**src/hdl/ucg_pkg.sv**
```systemverilog
// Constants, types and helpers shared by the upper channel gain register block.
// Function
// Bits 14:12 give channel 7 gain code.
// Bits 10:8 give channel 6 gain code.
// Bits 6:4 give channel 5 gain code.
// Bits 2:0 give channel 4 gain code.
// All gain codes reset to unity gain.
// Software writes zero into reserved bits.
// Register sits at address 5h, resets 0000h.
// Reads return last written codes; codes drive outputs.
package ucg_pkg;

  // Register port geometry.
  localparam int ADDR_W = 6;
  localparam int DATA_W = 16;

  // Gain code and decoded gain factor widths.
  localparam int CODE_W = 3;
  localparam int GAIN_W = 8;
  localparam int NUM_CH = 4;

  // Register addresses on the plain register port.
  localparam logic [ADDR_W-1:0] UCG_GAIN_ADDR = 6'h05;
  localparam logic [ADDR_W-1:0] UCG_STAT_ADDR = 6'h3f;

  // Whole register reset value and reset gain code.
  localparam logic [DATA_W-1:0] UCG_GAIN_RESET = 16'h0000;
  localparam logic [CODE_W-1:0] CODE_RESET     = 3'h0;

  // Reserved bit positions 15, 11, 7 and 3.
  localparam logic [DATA_W-1:0] RSVD_MASK = 16'h8888;

  // Status register bit for a write that carried nonzero reserved bits.
  localparam int STAT_RSVD_BIT = 0;

  // Unity gain factor, shifted left by the gain code.
  localparam logic [GAIN_W-1:0] GAIN_UNITY = 8'h01;

  // Register layout, most significant field first.
  typedef struct packed {
    logic              rsvd15;
    logic [CODE_W-1:0] ch7_gain_code;
    logic              rsvd11;
    logic [CODE_W-1:0] ch6_gain_code;
    logic              rsvd7;
    logic [CODE_W-1:0] ch5_gain_code;
    logic              rsvd3;
    logic [CODE_W-1:0] ch4_gain_code;
  } ucg_gain_reg_t;

  // One register port request as seen by the block.
  typedef struct packed {
    logic              wr;
    logic              rd;
    logic [ADDR_W-1:0] addr;
    logic [DATA_W-1:0] wdata;
  } ucg_req_t;

  // Power of two gain for a code: 000 gives 1, 111 gives 128.
  function automatic logic [GAIN_W-1:0] ucg_gain_of(input logic [CODE_W-1:0] code);
    ucg_gain_of = GAIN_UNITY << code;
  endfunction

  // Field code of one channel, channel 0 meaning channel 4.
  function automatic logic [CODE_W-1:0] ucg_field(input ucg_gain_reg_t r, input int idx);
    logic [CODE_W-1:0] f;
    f = r.ch4_gain_code;
    case (idx)
      1: f = r.ch5_gain_code;
      2: f = r.ch6_gain_code;
      3: f = r.ch7_gain_code;
      default: f = r.ch4_gain_code;
    endcase
    ucg_field = f;
  endfunction

endpackage

```
**src/hdl/ucg_chan.sv**
```systemverilog
// One channel gain field: stored code and its decoded gain factor.
`timescale 1ns/1ps
module ucg_chan
(
  input  wire logic                       mclk,
  input  wire logic                       sys_rst,
  input  wire logic                       load,
  input  wire logic [ucg_pkg::CODE_W-1:0] code_in,
  output logic      [ucg_pkg::CODE_W-1:0] gain_code,
  output logic      [ucg_pkg::GAIN_W-1:0] gain_factor
);

  logic [ucg_pkg::CODE_W-1:0] next_gain_code;
  logic [ucg_pkg::GAIN_W-1:0] next_gain_factor;

  // A load replaces the code; the factor follows in the same edge.
  always_comb
  begin
    next_gain_code   = gain_code;
    next_gain_factor = gain_factor;
    if (load)
    begin
      next_gain_code   = code_in;
      next_gain_factor = ucg_pkg::ucg_gain_of(code_in);
    end
  end

  // Reset puts the channel at unity gain.
  always_ff @(posedge mclk or posedge sys_rst)
  begin
    if (sys_rst)
    begin
      gain_code   <= ucg_pkg::CODE_RESET;
      gain_factor <= ucg_pkg::GAIN_UNITY;
    end
    else
    begin
      gain_code   <= next_gain_code;
      gain_factor <= next_gain_factor;
    end
  end

endmodule

```
**src/hdl/ucg_top.sv**
```systemverilog
// Upper channel gain register with per channel gain code and factor outputs.
//
// Local design decisions: the strobed register port and the register offsets.
`timescale 1ns/1ps
module ucg_top
(
  input  wire logic                       mclk,
  input  wire logic                       sys_rst,
  input  wire logic [ucg_pkg::ADDR_W-1:0] reg_addr,
  input  wire logic [ucg_pkg::DATA_W-1:0] reg_wdata,
  input  wire logic                       reg_wr,
  input  wire logic                       reg_rd,
  output logic      [ucg_pkg::DATA_W-1:0] reg_rdata,
  output logic      [ucg_pkg::CODE_W-1:0] ch4_gain_code,
  output logic      [ucg_pkg::CODE_W-1:0] ch5_gain_code,
  output logic      [ucg_pkg::CODE_W-1:0] ch6_gain_code,
  output logic      [ucg_pkg::CODE_W-1:0] ch7_gain_code,
  output logic      [ucg_pkg::GAIN_W-1:0] ch4_gain,
  output logic      [ucg_pkg::GAIN_W-1:0] ch5_gain,
  output logic      [ucg_pkg::GAIN_W-1:0] ch6_gain,
  output logic      [ucg_pkg::GAIN_W-1:0] ch7_gain,
  output logic                            gain_updated,
  output logic                            rsvd_write_seen
);

  // Request bundle built from the register port.
  ucg_pkg::ucg_req_t      req;
  ucg_pkg::ucg_gain_reg_t wr_view;
  ucg_pkg::ucg_gain_reg_t rd_view;

  logic                       hit_gain;
  logic                       hit_stat;
  logic                       gain_load;
  logic [ucg_pkg::CODE_W-1:0] code_q [ucg_pkg::NUM_CH];
  logic [ucg_pkg::GAIN_W-1:0] gain_q [ucg_pkg::NUM_CH];

  logic [ucg_pkg::DATA_W-1:0] next_reg_rdata;
  logic                       next_gain_updated;
  logic                       next_rsvd_write_seen;

  // Gather the port signals so the decode reads one bundle.
  assign req.wr    = reg_wr;
  assign req.rd    = reg_rd;
  assign req.addr  = reg_addr;
  assign req.wdata = reg_wdata;
  assign wr_view   = req.wdata;

  // Address decode for the two registers of the block.
  assign hit_gain  = (req.addr == ucg_pkg::UCG_GAIN_ADDR);
  assign hit_stat  = (req.addr == ucg_pkg::UCG_STAT_ADDR);
  assign gain_load = req.wr && hit_gain;

  // Each channel slice stores its own field of the gain register.
  for (genvar i = 0; i < ucg_pkg::NUM_CH; i++)
  begin : g_chan
    ucg_chan u_chan
    (
      .mclk        (mclk),
      .sys_rst     (sys_rst),
      .load        (gain_load),
      .code_in     (ucg_pkg::ucg_field(wr_view, i)),
      .gain_code   (code_q[i]),
      .gain_factor (gain_q[i])
    );
  end

  // Field placement of the stored codes; reserved bits always read zero.
  always_comb
  begin
    rd_view               = ucg_pkg::UCG_GAIN_RESET;
    rd_view.ch7_gain_code = code_q[3];
    rd_view.ch6_gain_code = code_q[2];
    rd_view.ch5_gain_code = code_q[1];
    rd_view.ch4_gain_code = code_q[0];
  end

  // Channel outputs come straight from the slice flip-flops.
  assign ch4_gain_code = code_q[0];
  assign ch5_gain_code = code_q[1];
  assign ch6_gain_code = code_q[2];
  assign ch7_gain_code = code_q[3];
  assign ch4_gain      = gain_q[0];
  assign ch5_gain      = gain_q[1];
  assign ch6_gain      = gain_q[2];
  assign ch7_gain      = gain_q[3];

  // Read data, update pulse and the sticky reserved write flag.
  always_comb
  begin
    next_reg_rdata       = '0;
    next_gain_updated    = gain_load;
    next_rsvd_write_seen = rsvd_write_seen;
    if (req.rd && hit_gain)
    begin
      next_reg_rdata = rd_view;
    end
    else if (req.rd && hit_stat)
    begin
      next_reg_rdata[ucg_pkg::STAT_RSVD_BIT] = rsvd_write_seen;
      next_rsvd_write_seen = 1'b0;
    end
    // A write that breaks the reserved bit convention is flagged; set wins over clear.
    if (gain_load && ((req.wdata & ucg_pkg::RSVD_MASK) != '0))
    begin
      next_rsvd_write_seen = 1'b1;
    end
  end

  // Registered answer side of the register port.
  always_ff @(posedge mclk or posedge sys_rst)
  begin
    if (sys_rst)
    begin
      reg_rdata       <= '0;
      gain_updated    <= 1'b0;
      rsvd_write_seen <= 1'b0;
    end
    else
    begin
      reg_rdata       <= next_reg_rdata;
      gain_updated    <= next_gain_updated;
      rsvd_write_seen <= next_rsvd_write_seen;
    end
  end

endmodule

```
**config.mk**
```make
export PLATFORM = sky130hd
export DESIGN_NAME = ucg_top
export DESIGN_NICKNAME = d
export VERILOG_FILES = /design/src/hdl/ucg_pkg.sv /design/src/hdl/ucg_chan.sv /design/src/hdl/ucg_top.sv
export SDC_FILE = /design/constraint.sdc
export NUM_CORES = 1
export LEC_CHECK = 0
export ABC_AREA = 1
export BUFFER_PORTS_ARGS = -buffer_cell sky130_fd_sc_hd__buf_2
export CAP_MARGIN = 15
export CORE_MARGIN = 5
export CORE_UTILIZATION = 55
export CTS_BUF_LIST = sky130_fd_sc_hd__clkbuf_8
export DETAILED_ROUTE_END_ITERATION = 12
export GPL_TIMING_DRIVEN = 1
export MAX_ROUTING_LAYER = met4
export PLACE_DENSITY = 0.86
export SLEW_MARGIN = 0
export SYNTH_ARGS = -nofsm -noshare
export SYNTH_HDL_FRONTEND = slang
export SYNTH_SLANG_ARGS = --single-unit
```
**constraint.sdc**
```tcl
create_clock -name mclk -period 4.49 [get_ports mclk]
set_input_delay 0.898 -clock mclk [delete_from_list [all_inputs] [get_ports mclk]]
set_output_delay 0.898 -clock mclk [all_outputs]
set_load 0.05 [all_outputs]
```
## Word level (Yosys, flattened, before mapping)

Cells that the tools add are included.

- Output and inout bits: 62
- Input port bits: 26
- Register bits after elaboration: 62

- Equality and inequality tests: 3
- Muxes and demuxes: 6
- Shift operators: 4
- Reduce and logical (&&, ||, !) cells: 7

Operators by type and width:

| operator | number |
|---|---|
| $shl A1 B3 Y8 const A | 4 |
| $reduce_bool A16 Y1 | 1 |
| $mux W14 | 1 |
| $eq A6 B3 Y1 const B | 1 |
| $eq A6 B6 Y1 const B | 1 |
| $mux W1 | 5 |
| $logic_and A1 B1 Y1 | 4 |
| $ne A2 B1 Y1 const B | 1 |
| $reduce_and A2 Y1 | 1 |
| $reduce_bool A2 Y1 | 1 |

## Depth between registers and ports, before layout

- Word-level depth: 5
- Gate-level depth with buffers: 7
- Mapped depth without buffers: 6

## Cells and area by module

A second synthesis with hierarchy kept.

- Cell total of the unflattened synthesis: 280
- Area total of the unflattened synthesis: 2,416.1 um^2

By module, submodules not included:

| module | area each (um^2) | seq. area each (um^2) | cells each | instances |
|---|---|---|---|---|
| ucg_chan | 444.2 | 276.5 | 53 | 4 |
| ucg_top | 639.4 | 350.3 | 68 | 1 |

## Worst setup path before layout

Ideal clock, no wire load.

- Kind: in2reg
- Start point: in reg_addr[0] (netlist name)
- End point: reg reg_rdata[10] (netlist name)
- Library setup time: 68 ps
- Arrival: 1,598 ps
- Data required time: 4,422 ps
- Buffers on the path: 1
- Cell stages on the path: 7
- Setup slack: 2,824 ps
- Cells stage by stage: inv_1 > nor2_4 > inv_2 > nor2_4 > nand2_2 > buf_6 > nor2_4

- Longest elaborated chain between the ends: 3

Ends and longest elaborated chain:

| item | line | text |
|---|---|---|
| from (decl) | ucg_top.sv:9 | `input wire logic [ucg_pkg::ADDR_W-1:0] reg_addr,` |
| $eq A6 B3 Y1 | ucg_top.sv:49 | `assign hit_gain = (req.addr == ucg_pkg::UCG_GAIN_ADDR);` |
| $logic_and A1 B1 Y1 | ucg_top.sv:93 | `if (req.rd && hit_gain)` |
| $mux W14 | ucg_top.sv:93 |  |
| net next_reg_rdata, one bit | ucg_top.sv:37 | `logic [ucg_pkg::DATA_W-1:0] next_reg_rdata;` |
| to (signal assigned) | ucg_top.sv:120 | `reg_rdata <= next_reg_rdata;` |
| to (decl) | ucg_top.sv:13 | `output logic [ucg_pkg::DATA_W-1:0] reg_rdata,` |

The timed path passes the listed nets, and every way through them passes these cells.
A chain may end at the register's enable or synchronous reset.

## Worst setup path after layout

- Start point: in reg_wr
- End point: reg g_chan[0].u_chan.gain_code[2] (netlist name)

- Longest elaborated chain between the ends: 1

Ends and longest elaborated chain:

| item | line | text |
|---|---|---|
| from (decl) | ucg_top.sv:11 | `input wire logic reg_wr,` |
| $logic_and A1 B1 Y1 | ucg_top.sv:51 | `assign gain_load = req.wr && hit_gain;` |
| to (signal assigned) | ucg_chan.sv:33 | `gain_code <= ucg_pkg::CODE_RESET;` |
| to (signal assigned) | ucg_chan.sv:38 | `gain_code <= next_gain_code;` |
| to (decl) | ucg_chan.sv:9 | `output logic [ucg_pkg::CODE_W-1:0] gain_code,` |

Every way passes these cells.

==> metrics.log <==
INFO  metric post_drt_wl_per_cell = 12.2 um
INFO  metric dieHeight = 79.9 um
INFO  metric crit_path_start = reg_wr
INFO  metric finClkSkew = 3.71 ps
INFO  metric clk_lat_worst_skew = 320 ps
INFO  metric timing.final.setup_violations = 0
INFO  metric period_needed = 2470 ps
INFO  metric detail_route.drc_violations = 0
INFO  metric area.sequential = 1460 um^2
INFO  metric ys_ff_latch = 58
INFO  metric antenna_violating_nets_post_route = 0
INFO  metric critical-path-max-stage-delay = 840 ps
INFO  metric synth_area_leaders = dfrtp_1 50%, nand2_1 16%, nor2_1 5.3%
INFO  metric cts_buffers = 9
INFO  metric globalRouteTotalUtil = 20.2%
INFO  metric number_of_levels_in_the_clock_h_tree = 3
INFO  metric final_design_area_no_fill = 3280 um^2
INFO  metric static-leakage-power = 0.00197 uW
INFO  metric cts_tree = built
INFO  metric synth_area_leader_cell = dfrtp_1
INFO  metric number_of_antenna_violations_at_the_first_check_in_global_routing = 0
INFO  metric layout.nets = 431
INFO  metric critical_path.most_common_cell = nand2_1
INFO  metric whs = 467 ps
INFO  metric min_delay_path_depth = 2
INFO  metric ff2ff_path_depth = 2
INFO  metric dieArea = 6390 um^2
INFO  metric antenna_cells = 0
INFO  metric setup.worst_path.class = input pin to flip-flop
INFO  metric yosys_warnings = 0
INFO  metric crit_path_top_delay_cell = nand3_2
INFO  metric layout_commonest_cell = nand2_1
INFO  metric grt-ovfl-total = 0
INFO  metric multiInputGateArea = 1010 um^2
INFO  metric die_width = 79.9 um
INFO  metric path_max_fanout = 46
INFO  metric grt-busiest-layer = met2
INFO  metric tritoncts_num_sinks = 58
INFO  metric synth.distinct_cells = 18
INFO  metric outcome = finished, final reports clean
INFO  metric slew_viol_final = 0
INFO  metric worstPathArrival = 2670 ps
INFO  metric final_cell_mix = 114 x nand2_1, 83 x buf_2, 54 x dfrtp_1, 38 x nor2_1, 29 x inv_1
INFO  metric core-area = 4720 um^2
INFO  metric final.setup.tns = 0 ps
INFO  metric hold_path.class = flip-flop to flip-flop
INFO  metric hold_path_end = g_chan[3].u_chan.gain_factor[0]
INFO  metric cts-root-to-sink-buffers = 2
INFO  metric setup.reg_to_reg.worst_slack = 3740 ps
INFO  metric clkSlewWorstSetupHoldPaths = 60 ps
INFO  metric final_layout_size_suffix_gt1_share = 29.8%
INFO  metric use_met2 = 31.4%
INFO  metric drt_pass1_iterations = 4
INFO  metric vdd.ir_drop.worst = 0.188 mV
INFO  metric worst-endpoint-required = 4690 ps
INFO  metric fillCellCount = 373
INFO  metric hold_viol_final = 0
INFO  metric drt-initial-drc-count = 180
INFO  metric postCtsResizedCells = 0
INFO  metric detailedPlacementHpwl = 4.16 mm
INFO  metric avgViaCountPerCell = 4.71
INFO  metric hold_start = g_chan[3].u_chan.gain_factor[0]
INFO  metric global_route.usage.met3 = 4.63%
INFO  metric i_o_pin_count = 88
INFO  metric grt_start_max_net_pins = 59
INFO  metric max_slew_margin = 43.3%
INFO  metric synth_sequential_area_ratio = 54.2%
INFO  metric std_cell_rows = 25
INFO  metric endpoint_kind = flip-flop
INFO  metric synth_cells = 326
INFO  metric placement.io_buffers = 83
INFO  metric syn-cell-area = 2690 um^2
INFO  metric groute.layer.met1.usage = 24.9%
INFO  metric tightest_slew = 849 ps
INFO  metric syn2layout_area_growth = 22.1%
INFO  metric maxClockFrequency = 405 MHz
INFO  metric mapped_avg_cell_area = 8.25 um^2
INFO  metric post_cts_setup_buffer_count = 0
INFO  metric category_of_the_worst_setup_path_launch_point = input pin
INFO  metric timing.rr.start = g_chan[0].u_chan.gain_factor[0]
INFO  metric clock-root-buffer = clkbuf_8
INFO  metric wl = 5.79 mm
INFO  metric via_count = 2,242
INFO  metric max-cap-violations = 0
INFO  metric grt_pass1_vias = 2,108
INFO  metric power.density = 373 nW/um^2
INFO  metric worstPathCellList = buf_2 > nand3_2 > nand2_1 > nand2_1
INFO  metric capture_instance_of_the_worst_register_to_register_path = g_chan[0].u_chan.gain_factor[0]
INFO  metric global_route_wire_length_before_repair = 9.63 mm
INFO  metric post_cts_hold_buffer_count = 0
INFO  metric rsz0062_at_grt = false
INFO  metric dpl_cell_area = 3090 um^2
INFO  metric gp_congestion = 0.809
INFO  metric floorplan.initialDensity = 56.9%
INFO  metric finalCoreUtilization = 69.5%
INFO  metric min_period_over_period = 55.0%
INFO  metric synthDominantCellAreaShare = 50.3%
## layout make-up
class	instances	area share, %
clock buffer	11	4.61
multi-input combinational	219	30.8
tap	67	2.55
timing repair buffer	85	13.5
inverter	32	3.66
clock inverter	4	0.572
sequential	58	44.4
## cells in the mapped netlist
cell type / instances
buf_6: 1
buf_1: 4
dfrtp_1: 54
nor2_2: 1
nand2_2: 1
conb_1: 1
nor2_4: 12
nand4_1: 21
buf_4: 6
dfstp_2: 4
inv_2: 3
inv_1: 29
nor2_1: 38
nand2_1: 114
nand3_2: 1
buf_2: 7
clkbuf_1: 2
nand3_1: 27
## through the flow
step | cells | total power, uW | setup WS, ps
floorplan | 329 | 762 | 2170
global placement | 460 | 818 | 1780
detailed placement | 460 | 823 | 1700
CTS | 475 | 1230 | 2040
global route | 476 | 1290 | 1810
finish | 476 | 1220 | 2020
## flip-flops by register name, indices dropped and copies added, names as in the netlist
name,count
g_chan.u_chan.gain_factor,32
g_chan.u_chan.gain_code,12
reg_rdata,12
gain_updated,1
rsvd_write_seen,1
## metal layers
layer | part of all wire [%] | vias to the layer above
met4 | 1.7 | 0
met1 | 44 | 1009
li1 | - | 1163
met3 | 5.4 | 9
met5 | 0 | -
met2 | 49 | 61
## kinds of logic (layout without fill, tap and decap cells)
kind of cell  count (synthesis)  after routing  synth area share [%]
buf+inv                      52            132                  8.70
simple gates                215            215                  37.0
other cells                   1              4                 0.139
flops                        58             58                  54.2
## power by group
group          internal (uW)  switching (uW)  leakage, uW
registers                553            20.4     0.000783
clock network            222             187    0.0000961
logic                   50.3             192      0.00109
## critical path, delay by kind of cell
family                 cells  cell delay (ps)
buffers and inverters      1              570
AND/OR/NAND/NOR            3             1190
## worst max path at each step
stage                                     to  slack (ps)  cells past startpoint
2_1_floorplan  g_chan[0].u_chan.gain_code[0]        2170                      1
3_3_place_gp   g_chan[0].u_chan.gain_code[1]        1780                      4
3_5_place_dp   g_chan[0].u_chan.gain_code[2]        1700                      4
4_1_cts        g_chan[0].u_chan.gain_code[2]        2040                      4
5_1_grt        g_chan[0].u_chan.gain_code[2]        1810                      4
6_report       g_chan[0].u_chan.gain_code[2]        2020                      4
Power figures use the tool's default switching activity.
